### config.mk
export PLATFORM = sky130hd
export DESIGN_NAME = pbc_ctrl
export DESIGN_NICKNAME = d
export VERILOG_FILES = /design/src/pbc_pkg.sv /design/src/pbc_ctrl.sv
export SDC_FILE = /design/constraint.sdc
export NUM_CORES = 1
export LEC_CHECK = 0
export ABC_AREA = 0
export ABC_CLOCK_PERIOD_IN_PS = 4650
export BUFFER_PORTS_ARGS = -buffer_cell sky130_fd_sc_hd__buf_2
export CELL_PAD_IN_SITES_DETAIL_PLACEMENT = 0
export CELL_PAD_IN_SITES_GLOBAL_PLACEMENT = 1
export CORE_UTILIZATION = 45
export DETAILED_ROUTE_END_ITERATION = 7
export PLACE_DENSITY = 0.86
export SLEW_MARGIN = 20
export SYNTH_ARGS = -nofsm -noshare
export SYNTH_HDL_FRONTEND = slang
export SYNTH_SLANG_ARGS = --single-unit
### constraint.sdc
create_clock -name clk -period 4.65 [get_ports clk]
set_input_delay 0.2325 -clock clk [delete_from_list [all_inputs] [get_ports clk]]
set_output_delay 0.2325 -clock clk [all_outputs]
set_load 0.01 [all_outputs]
### src/pbc_pkg.sv
// Purpose: shared constants and types of the band select calibration controller
// Assumes: 40 MHz system clock, 3-wire serial port with 8-bit instruction and 8-bit data
// Notes: device register map is the far side; controller registers sit on Avalon-MM
package pbc_pkg;
   localparam int CLK_PERIOD_NS = 25;
   localparam int LOCK_EXPECT_US = 5000;
   localparam int LOCK_TIMEOUT_US = 6000;
   localparam int LOCK_TIMEOUT_CYC = LOCK_TIMEOUT_US * 1000 / CLK_PERIOD_NS;
   localparam int TMO_W = 20;
   // serial clock half period in system cycles (5 MHz serial clock)
   localparam logic [2:0] SCLK_HALF_CYC = 3'h4;
   localparam logic [3:0] SER_LAST_BIT = 4'hF;
   localparam logic [3:0] SER_DATA_FIRST = 4'h8;
   // far-side device registers and fields
   localparam logic [4:0] DEV_LOCK_ADDR = 5'h00;
   localparam logic [4:0] DEV_BAND_ADDR = 5'h08;
   localparam logic [4:0] DEV_DIV_ADDR = 5'h09;
   localparam logic [4:0] DEV_BW_ADDR = 5'h0A;
   localparam int INSTR_READ_BIT = 7;
   localparam int LOCK_BIT = 1;
   localparam int BAND_LSB = 2;
   localparam int DIV1_LSB = 5;
   localparam int DIV2_LSB = 3;
   localparam logic [5:0] BAND_AUTO = 6'h3F;
   localparam logic [5:0] BAND_MAX = 6'h3E;
   localparam logic [5:0] BAND_UPPER = 6'h20;
   // controller registers, byte addresses
   localparam logic [4:0] CSR_CTRL = 5'h00;
   localparam logic [4:0] CSR_CFG = 5'h04;
   localparam logic [4:0] CSR_BAND = 5'h08;
   localparam logic [4:0] CSR_STAT = 5'h0C;
   localparam logic [4:0] CSR_IRQ_STAT = 5'h10;
   localparam logic [4:0] CSR_IRQ_MASK = 5'h14;
   localparam int CTRL_START_BIT = 0;
   localparam int CTRL_MODE_LSB = 1;
   localparam int CTRL_TEMP_LSB = 4;
   localparam int IRQ_DONE = 0;
   localparam int IRQ_ERR = 1;
   // configuration reset values
   localparam logic [1:0] DIV1_RST = 2'h0;
   localparam logic [1:0] DIV2_RST = 2'h0;
   localparam logic [2:0] BIAS_RST = 3'h3;
   localparam logic [4:0] BW_RST = 5'h0F;
   localparam logic [1:0] DRIVE_RST = 2'h3;
   localparam logic REF_EN_RST = 1'b1;

   typedef enum logic [1:0] {
      MODE_SENSE = 2'h0,
      MODE_STORE = 2'h1,
      MODE_LOAD = 2'h2
   } pbc_mode_t;

   // temperature band codes written by software
   localparam logic [2:0] T_M40_M30 = 3'h0;
   localparam logic [2:0] T_M30_M10 = 3'h1;
   localparam logic [2:0] T_M10_P15 = 3'h2;
   localparam logic [2:0] T_P15_P55 = 3'h3;

   typedef enum logic [6:0] {
      S_IDLE = 7'h01,
      S_WR_DIV = 7'h02,
      S_WR_BW = 7'h04,
      S_WR_AUTO = 7'h08,
      S_POLL = 7'h10,
      S_RD_BAND = 7'h20,
      S_WR_BAND = 7'h40
   } pbc_state_t;

   typedef struct packed {
      logic ref_en;
      logic [1:0] drive;
      logic [4:0] bw;
      logic [2:0] bias;
      logic [1:0] div2;
      logic [1:0] div1;
   } pbc_cfg_t;

   typedef struct packed {
      logic busy;
      logic rd;
      logic csb;
      logic sclk;
      logic oe;
      logic [15:0] sh;
      logic [3:0] cnt;
      logic [2:0] half;
   } pbc_ser_t;

   typedef struct packed {
      logic csb;
      logic sclk;
      logic sdio_o;
      logic sdio_oe;
   } pbc_pins_t;

   typedef struct packed {
      pbc_state_t fsm;
      pbc_ser_t ser;
      logic ser_done;
      logic [7:0] ser_rd;
      pbc_cfg_t cfg;
      pbc_mode_t mode;
      logic [2:0] temp;
      logic [5:0] band_load;
      logic [5:0] rb_band;
      logic [5:0] adj_band;
      logic locked;
      logic [1:0] irq_stat;
      logic [1:0] irq_mask;
      logic [TMO_W-1:0] tmo;
      logic ack;
      logic [31:0] rdata;
      logic [1:0] lock_sy;
      logic [1:0] sdio_sy;
   } pbc_st_t;
endpackage

### src/pbc_ctrl.sv
// Purpose: host controller that runs band select calibration over the 3-wire port
// Assumes: device samples serial data on rising clock, drives read data after falling
// Notes: software orders and observes it over Avalon-MM; one level interrupt
//
// Register access over Avalon-MM is this design's own decision.
`timescale 1ns/1ps
`default_nettype none
module pbc_ctrl #(
   parameter int unsigned LOCK_TIMEOUT = pbc_pkg::LOCK_TIMEOUT_CYC
) (
   input wire logic clk,
   input wire logic rst_n,
   input wire logic [4:0] avs_address,
   input wire logic avs_read,
   input wire logic avs_write,
   input wire logic [31:0] avs_writedata,
   input wire logic [3:0] avs_byteenable,
   output logic [31:0] avs_readdata,
   output logic avs_waitrequest,
   output logic irq,
   output pbc_pkg::pbc_pins_t ser_pins,
   input wire logic ser_sdio_in,
   input wire logic lock_pin,
   output logic ref_clk_enable
);
   pbc_pkg::pbc_st_t s;
   pbc_pkg::pbc_st_t next_s;
   logic [31:0] wmask;
   localparam int TMO_W_L = pbc_pkg::TMO_W;
   logic lock_ok;
   logic [TMO_W_L-1:0] tmo_limit;
   logic [1:0] irq_ev;

   assign tmo_limit = LOCK_TIMEOUT[TMO_W_L-1:0];
   assign wmask = {{8{avs_byteenable[3]}}, {8{avs_byteenable[2]}},
                   {8{avs_byteenable[1]}}, {8{avs_byteenable[0]}}};
   assign lock_ok = s.ser_rd[pbc_pkg::LOCK_BIT] | s.lock_sy[1];

   // one serial frame: instruction byte then data byte, msb first
   function automatic pbc_pkg::pbc_ser_t launch(input logic rd, input logic [4:0] addr,
                                                input logic [7:0] data);
      pbc_pkg::pbc_ser_t f;
      f.busy = 1'b1;
      f.rd = rd;
      f.csb = 1'b0;
      f.sclk = 1'b0;
      f.oe = 1'b1;
      f.sh = {rd, 2'h0, addr, data};
      f.cnt = 4'h0;
      f.half = 3'h0;
      return f;
   endfunction

   function automatic logic [5:0] adjust(input logic [5:0] band, input logic [2:0] temp);
      logic [7:0] delta;
      logic [7:0] sum;
      delta = 8'h00;
      sum = 8'h00;
      case (temp)
         pbc_pkg::T_M40_M30: delta = (band >= pbc_pkg::BAND_UPPER) ? 8'h03 : 8'h02;
         pbc_pkg::T_M30_M10: delta = 8'h02;
         pbc_pkg::T_M10_P15: delta = 8'h01;
         pbc_pkg::T_P15_P55: delta = 8'h00;
         default: delta = 8'hFF;
      endcase
      sum = {2'h0, band} + delta;
      // negative results wrap to bit 7; both ends are clamped
      if (sum[7]) begin
         sum = 8'h00;
      end else if (sum > {2'h0, pbc_pkg::BAND_MAX}) begin
         sum = {2'h0, pbc_pkg::BAND_MAX};
      end
      return sum[5:0];
   endfunction

   always_comb begin
      next_s = s;
      next_s.ser_done = 1'b0;
      next_s.irq_stat = 2'b00;
      next_s.lock_sy = {s.lock_sy[0], lock_pin};
      next_s.sdio_sy = {s.sdio_sy[0], ser_sdio_in};

      // serial engine; read data taken on the falling clock edge
      if (s.ser.busy) begin
         if (s.ser.half == pbc_pkg::SCLK_HALF_CYC - 3'h1) begin
            next_s.ser.half = 3'h0;
            if (!s.ser.sclk) begin
               next_s.ser.sclk = 1'b1;
            end else begin
               next_s.ser.sclk = 1'b0;
               next_s.ser.sh = {s.ser.sh[14:0], 1'b0};
               if (s.ser.rd && s.ser.cnt >= pbc_pkg::SER_DATA_FIRST) begin
                  next_s.ser_rd = {s.ser_rd[6:0], s.sdio_sy[1]};
               end
               if (s.ser.cnt == pbc_pkg::SER_LAST_BIT) begin
                  next_s.ser.busy = 1'b0;
                  next_s.ser.csb = 1'b1;
                  next_s.ser.oe = 1'b0;
                  next_s.ser_done = 1'b1;
               end else begin
                  next_s.ser.cnt = s.ser.cnt + 4'h1;
                  // release the data line once the instruction byte is out
                  next_s.ser.oe = !s.ser.rd || (s.ser.cnt + 4'h1 < pbc_pkg::SER_DATA_FIRST);
               end
            end
         end else begin
            next_s.ser.half = s.ser.half + 3'h1;
         end
      end

      case (s.fsm)
         pbc_pkg::S_IDLE: begin
            if (s.ack && avs_write && avs_address == pbc_pkg::CSR_CTRL && avs_byteenable[0]
                && avs_writedata[pbc_pkg::CTRL_START_BIT]) begin
               next_s.mode = pbc_pkg::pbc_mode_t'(avs_writedata[pbc_pkg::CTRL_MODE_LSB +: 2]);
               next_s.temp = avs_writedata[pbc_pkg::CTRL_TEMP_LSB +: 3];
               next_s.locked = 1'b0;
               if (pbc_pkg::pbc_mode_t'(avs_writedata[pbc_pkg::CTRL_MODE_LSB +: 2])
                   == pbc_pkg::MODE_LOAD) begin
                  // stored or screened band goes straight in, no search
                  next_s.ser = launch(1'b0, pbc_pkg::DEV_BAND_ADDR,
                                      {s.band_load, s.cfg.drive});
                  next_s.adj_band = s.band_load;
                  next_s.fsm = pbc_pkg::S_WR_BAND;
               end else begin
                  next_s.ser = launch(1'b0, pbc_pkg::DEV_DIV_ADDR,
                                      {1'b0, s.cfg.div1, s.cfg.div2, s.cfg.bias});
                  next_s.fsm = pbc_pkg::S_WR_DIV;
               end
            end
         end
         pbc_pkg::S_WR_DIV: begin
            if (s.ser_done) begin
               next_s.ser = launch(1'b0, pbc_pkg::DEV_BW_ADDR, {3'h0, s.cfg.bw});
               next_s.fsm = pbc_pkg::S_WR_BW;
            end
         end
         pbc_pkg::S_WR_BW: begin
            if (s.ser_done) begin
               next_s.ser = launch(1'b0, pbc_pkg::DEV_BAND_ADDR,
                                   {pbc_pkg::BAND_AUTO, s.cfg.drive});
               next_s.fsm = pbc_pkg::S_WR_AUTO;
            end
         end
         pbc_pkg::S_WR_AUTO: begin
            if (s.ser_done) begin
               next_s.tmo = '0;
               next_s.ser = launch(1'b1, pbc_pkg::DEV_LOCK_ADDR, 8'h00);
               next_s.fsm = pbc_pkg::S_POLL;
            end
         end
         pbc_pkg::S_POLL: begin
            if (s.tmo < tmo_limit) begin
               next_s.tmo = s.tmo + 1'b1;
            end
            if (s.ser_done) begin
               if (lock_ok) begin
                  next_s.locked = 1'b1;
                  next_s.ser = launch(1'b1, pbc_pkg::DEV_BAND_ADDR, 8'h00);
                  next_s.fsm = pbc_pkg::S_RD_BAND;
               end else if (s.tmo >= tmo_limit) begin
                  next_s.irq_stat[pbc_pkg::IRQ_ERR] = 1'b1;
                  next_s.fsm = pbc_pkg::S_IDLE;
               end else begin
                  next_s.ser = launch(1'b1, pbc_pkg::DEV_LOCK_ADDR, 8'h00);
               end
            end
         end
         pbc_pkg::S_RD_BAND: begin
            if (s.ser_done) begin
               next_s.rb_band = s.ser_rd[7:pbc_pkg::BAND_LSB];
               next_s.adj_band = adjust(s.ser_rd[7:pbc_pkg::BAND_LSB], s.temp);
               if (s.mode == pbc_pkg::MODE_SENSE) begin
                  next_s.ser = launch(1'b0, pbc_pkg::DEV_BAND_ADDR,
                                      {adjust(s.ser_rd[7:pbc_pkg::BAND_LSB], s.temp),
                                       s.cfg.drive});
                  next_s.fsm = pbc_pkg::S_WR_BAND;
               end else begin
                  // adjusted value left for software to keep in nonvolatile memory
                  next_s.irq_stat[pbc_pkg::IRQ_DONE] = 1'b1;
                  next_s.fsm = pbc_pkg::S_IDLE;
               end
            end
         end
         pbc_pkg::S_WR_BAND: begin
            if (s.ser_done) begin
               next_s.irq_stat[pbc_pkg::IRQ_DONE] = 1'b1;
               next_s.fsm = pbc_pkg::S_IDLE;
            end
         end
         default: next_s.fsm = pbc_pkg::S_IDLE;
      endcase
      // events held apart, so a clear in the same cycle cannot swallow one
      irq_ev = next_s.irq_stat;
      next_s.irq_stat = s.irq_stat | irq_ev;

      // avalon slave: decode on first edge, answer one cycle later
      next_s.ack = (avs_read || avs_write) && !s.ack;
      if ((avs_read || avs_write) && !s.ack) begin
         case (avs_address)
            pbc_pkg::CSR_CTRL: next_s.rdata = {25'h0, s.temp, 1'b0, s.mode, 1'b0};
            pbc_pkg::CSR_CFG: next_s.rdata = {17'h0, s.cfg};
            pbc_pkg::CSR_BAND: next_s.rdata = {26'h0, s.band_load};
            pbc_pkg::CSR_STAT: next_s.rdata = {10'h0, s.adj_band, 2'h0, s.rb_band, 5'h0,
                                               s.lock_sy[1], s.locked,
                                               s.fsm != pbc_pkg::S_IDLE};
            pbc_pkg::CSR_IRQ_STAT: next_s.rdata = {30'h0, s.irq_stat};
            pbc_pkg::CSR_IRQ_MASK: next_s.rdata = {30'h0, s.irq_mask};
            default: next_s.rdata = 32'h0000_0000;
         endcase
      end
      if (s.ack && avs_write) begin
         case (avs_address)
            pbc_pkg::CSR_CFG: begin
               // configuration is frozen while a sequence runs
               if (s.fsm == pbc_pkg::S_IDLE) begin
                  next_s.cfg = (s.cfg & ~wmask[14:0]) | (avs_writedata[14:0] & wmask[14:0]);
               end
            end
            pbc_pkg::CSR_BAND: begin
               if (s.fsm == pbc_pkg::S_IDLE) begin
                  next_s.band_load = (s.band_load & ~wmask[5:0])
                                     | (avs_writedata[5:0] & wmask[5:0]);
               end
            end
            pbc_pkg::CSR_IRQ_STAT: begin
               // set wins: an event in this cycle survives its clear
               next_s.irq_stat = (s.irq_stat & ~(avs_writedata[1:0] & wmask[1:0]))
                                 | irq_ev;
            end
            pbc_pkg::CSR_IRQ_MASK: begin
               next_s.irq_mask = (s.irq_mask & ~wmask[1:0]) | (avs_writedata[1:0] & wmask[1:0]);
            end
            default: begin
            end
         endcase
      end
   end

   always_ff @(posedge clk) begin
      if (!rst_n) begin
         s <= '0;
         s.fsm <= pbc_pkg::S_IDLE;
         s.ser.csb <= 1'b1;
         s.cfg <= {pbc_pkg::REF_EN_RST, pbc_pkg::DRIVE_RST, pbc_pkg::BW_RST,
                   pbc_pkg::BIAS_RST, pbc_pkg::DIV2_RST, pbc_pkg::DIV1_RST};
         s.mode <= pbc_pkg::MODE_SENSE;
         s.temp <= pbc_pkg::T_P15_P55;
      end else begin
         s <= next_s;
      end
   end

   assign avs_readdata = s.rdata;
   assign avs_waitrequest = (avs_read || avs_write) && !s.ack;
   assign irq = |(s.irq_stat & s.irq_mask);
   assign ser_pins = {s.ser.csb, s.ser.sclk, s.ser.sh[15], s.ser.oe};
   // reference clock cannot be switched off mid sequence
   assign ref_clk_enable = s.cfg.ref_en || (s.fsm != pbc_pkg::S_IDLE);
endmodule
`default_nettype wire

==> impl_metrics.toml <==
[routing]
wl_um = 18100
dr.pass1.iters = 5
wl_per_cell_um = 16.8
drtIter0Drc = 492
wl_met3_um = 1070
drc = 0
wl_met1_um = 8980
dr_total_vias = 6206
wl_met2_um = 7630
ant_nets = 0
routed.top_layer = "met4"
via_per_inst = 5.78

[pwr]
power_frac_comb_pct = 3.0
powerDensity_nw_per_um2 = 326
pwr-share-clk_pct = 51.1
max-vdd-ir-drop_mv = 0.240
p_switching_mw = 0.544
seqPwrFrac_pct = 45.9
switching_share_pct = 21.8
p_leak_nw = 3.08
p_int_mw = 1.95

[placement]
place_congestion = 0.896
dpl-instance-area_sq_um = 7120
hpwl_um = 12800
port_buffers = 55

[yosys]
synth_cell_types = 75
synthFlopType = "dfxtp_1"
async_reset_ff_share_pct = 0
yosysSeqAreaShare_pct = 38.3
syn_area_sq_um = 6950
synth-edff-count = 0
synth_seq_cells = 133
netlist_instances = 862
syn_area_per_cell_sq_um = 8.07
yosys_warnings = 0

[floorplan]
core_region_area_sq_um = 15100
start_util_pct = 45.9
num_io_pins = 86
fp.dieH_um = 126
rows = 45
dieWidth_um = 126
dieArea_sq_um = 16000

[clock_tree]
clock-sinks = 133
cts_tree = "yes"
insertion_delay_ns = 0.42
cts_root_buffer = "clkbuf_16"
h-tree-depth = 4
clk_pin_slew_ns = 0.06
cts_buffers = 17
clock_path_buffers = 2
post_cts_resized = 0
cts_setup_buffers = 0
ctsHoldBuffers = 0

[worst_setup_path]
critical_path_class = "flip-flop to flip-flop"
cp.required_ns = 4.96
critPathArrivalTime_ns = 3.37
cp-start-kind = "flip-flop"
cp_max_fo = 15
end_kind = "flip-flop"

[finish]
finish.net_count = 934
layout-drive-gt1-share_pct = 13.2
final_common_cell = "dfxtp_1"
diodes = 0
fillCellCount = 1444
area_growth_pct = 10.3
final_cell_mix = "dfxtp_1, nand2_1, nor2_1, a21oi_1, buf_2"
final_cell_area_sq_um = 7670

[status]
status = "finished, final reports clean"

[sta]
finalSetupViolCount = 0
final.setup.tns_ns = 0
hold_viol_final = 0
fmax_mhz = 327
slew_headroom_pct = 36.4
fin_skew_ns = 0.00732
drv_slew = 0
min_period_ns = 3.06
rsz0062_at_grt = "false"
worst_slew_pin_slew_ns = 0.954
final.period_utilization_pct = 65.8

[worst_hold_path]
min_path_type = "input port to flip-flop"

[global_route]
grt_overflow = 0
grt_pass1_vias = 5573
antenna_found_initial = 0
grt_pass1_wl_um = 29800
grtUsageTotal_pct = 23.7
grt_max_degree = 53

[job]
drv_cap = 0
[worst max-delay path: stages, from the launching register on]
cell and delay, ns:
dfxtp_1 0.48, o21bai_1 0.26, ha_1 0.22, fa_1 0.40, a211oi_1 0.38, o21ai_0 0.25
and2_0 0.28, o21ai_0 0.25, nand2_1 0.08, a311o_1 0.34
[path summary, 6_finish.rpt]
check         startpoint         to  slack, ns  cells past startpoint
max                s[82]     s[120]       1.59                      9
min          ser_sdio_in  next_s[1]       0.02                      2
max reg2reg        s[82]     s[120]       1.59                      9
min reg2reg    next_s[3]       s[3]       0.43                      1
[routing by layer]
metal,up-vias,track usage [%]
met5,-,0
met4,0,9.43
li1,3048,-
met1,2929,35.0
met3,23,3.67
met2,206,34.3
[final cells by class]
| cell class | instances | area [sq um] | share of cell area (%) |
|---|---|---|---|
| Clock buffer | 20 | 447 | 5.82 |
| Clock inverter | 11 | 110 | 1.43 |
| Inverter | 18 | 67.6 | 0.880 |
| Multi-Input combinational cell | 637 | 3790 | 49.3 |
| Sequential cell | 133 | 2660 | 34.7 |
| Tap cell | 188 | 235 | 3.07 |
| Timing Repair Buffer | 67 | 365 | 4.76 |
[through the flow]
stage	power, mW	utilization (%)	hold WS, ns	setup WS (ns)	std cells
after floorplan	1.23	-	0.357	1.89	872
after global placement	1.25	47.0	0.417	1.64	1043
after detailed placement	1.25	47.0	0.419	1.59	1043
after CTS	2.51	50.7	0.0140	1.58	1074
after global routing	2.58	50.7	0.0272	1.27	1074
final	2.50	50.7	0.0205	1.59	1074
[synth_stat cells (all sizes together) (15+ instances only)]
cell type,number,share of area [%]
nand2,124,6.8
nor3,16,1.2
clkbuf,41,2.2
mux2i,36,5.2
a21oi,64,4.9
o21ai,42,3.0
dfxtp,133,38
nor2,94,5.2
a211oi,15,1.7
buf,43,4.6
nand3,42,3.0
inv,18,0.97
[kinds of logic (layout without fill, tap and decap cells)]
logic type | count (synthesis) | in the layout | synth area share [%]
xor gates and xnor gates | 21 | 21 | 2.64
other | 1 | 11 | 0.0539
and+or+nand+nor | 349 | 349 | 23.6
muxes | 37 | 37 | 5.34
AOI/OAI and AO/OA | 206 | 206 | 19.8
adders and majority gates | 13 | 13 | 2.45
buffers and inverters | 102 | 116 | 7.81
DFF | 133 | 133 | 38.3
[power groups by stage]
stage / sequential, mW / clock [mW] / combinational, mW
3_3_place_gp: 1.17 / 0 / 0.0757
3_5_place_dp: 1.17 / 0 / 0.0759
4_1_cts: 1.15 / 1.29 / 0.0762
2_1_floorplan: 1.17 / 0 / 0.0569
6_report: 1.15 / 1.28 / 0.0758
5_1_grt: 1.15 / 1.35 / 0.0840
Note: power is estimated with default switching activity, not from simulation.
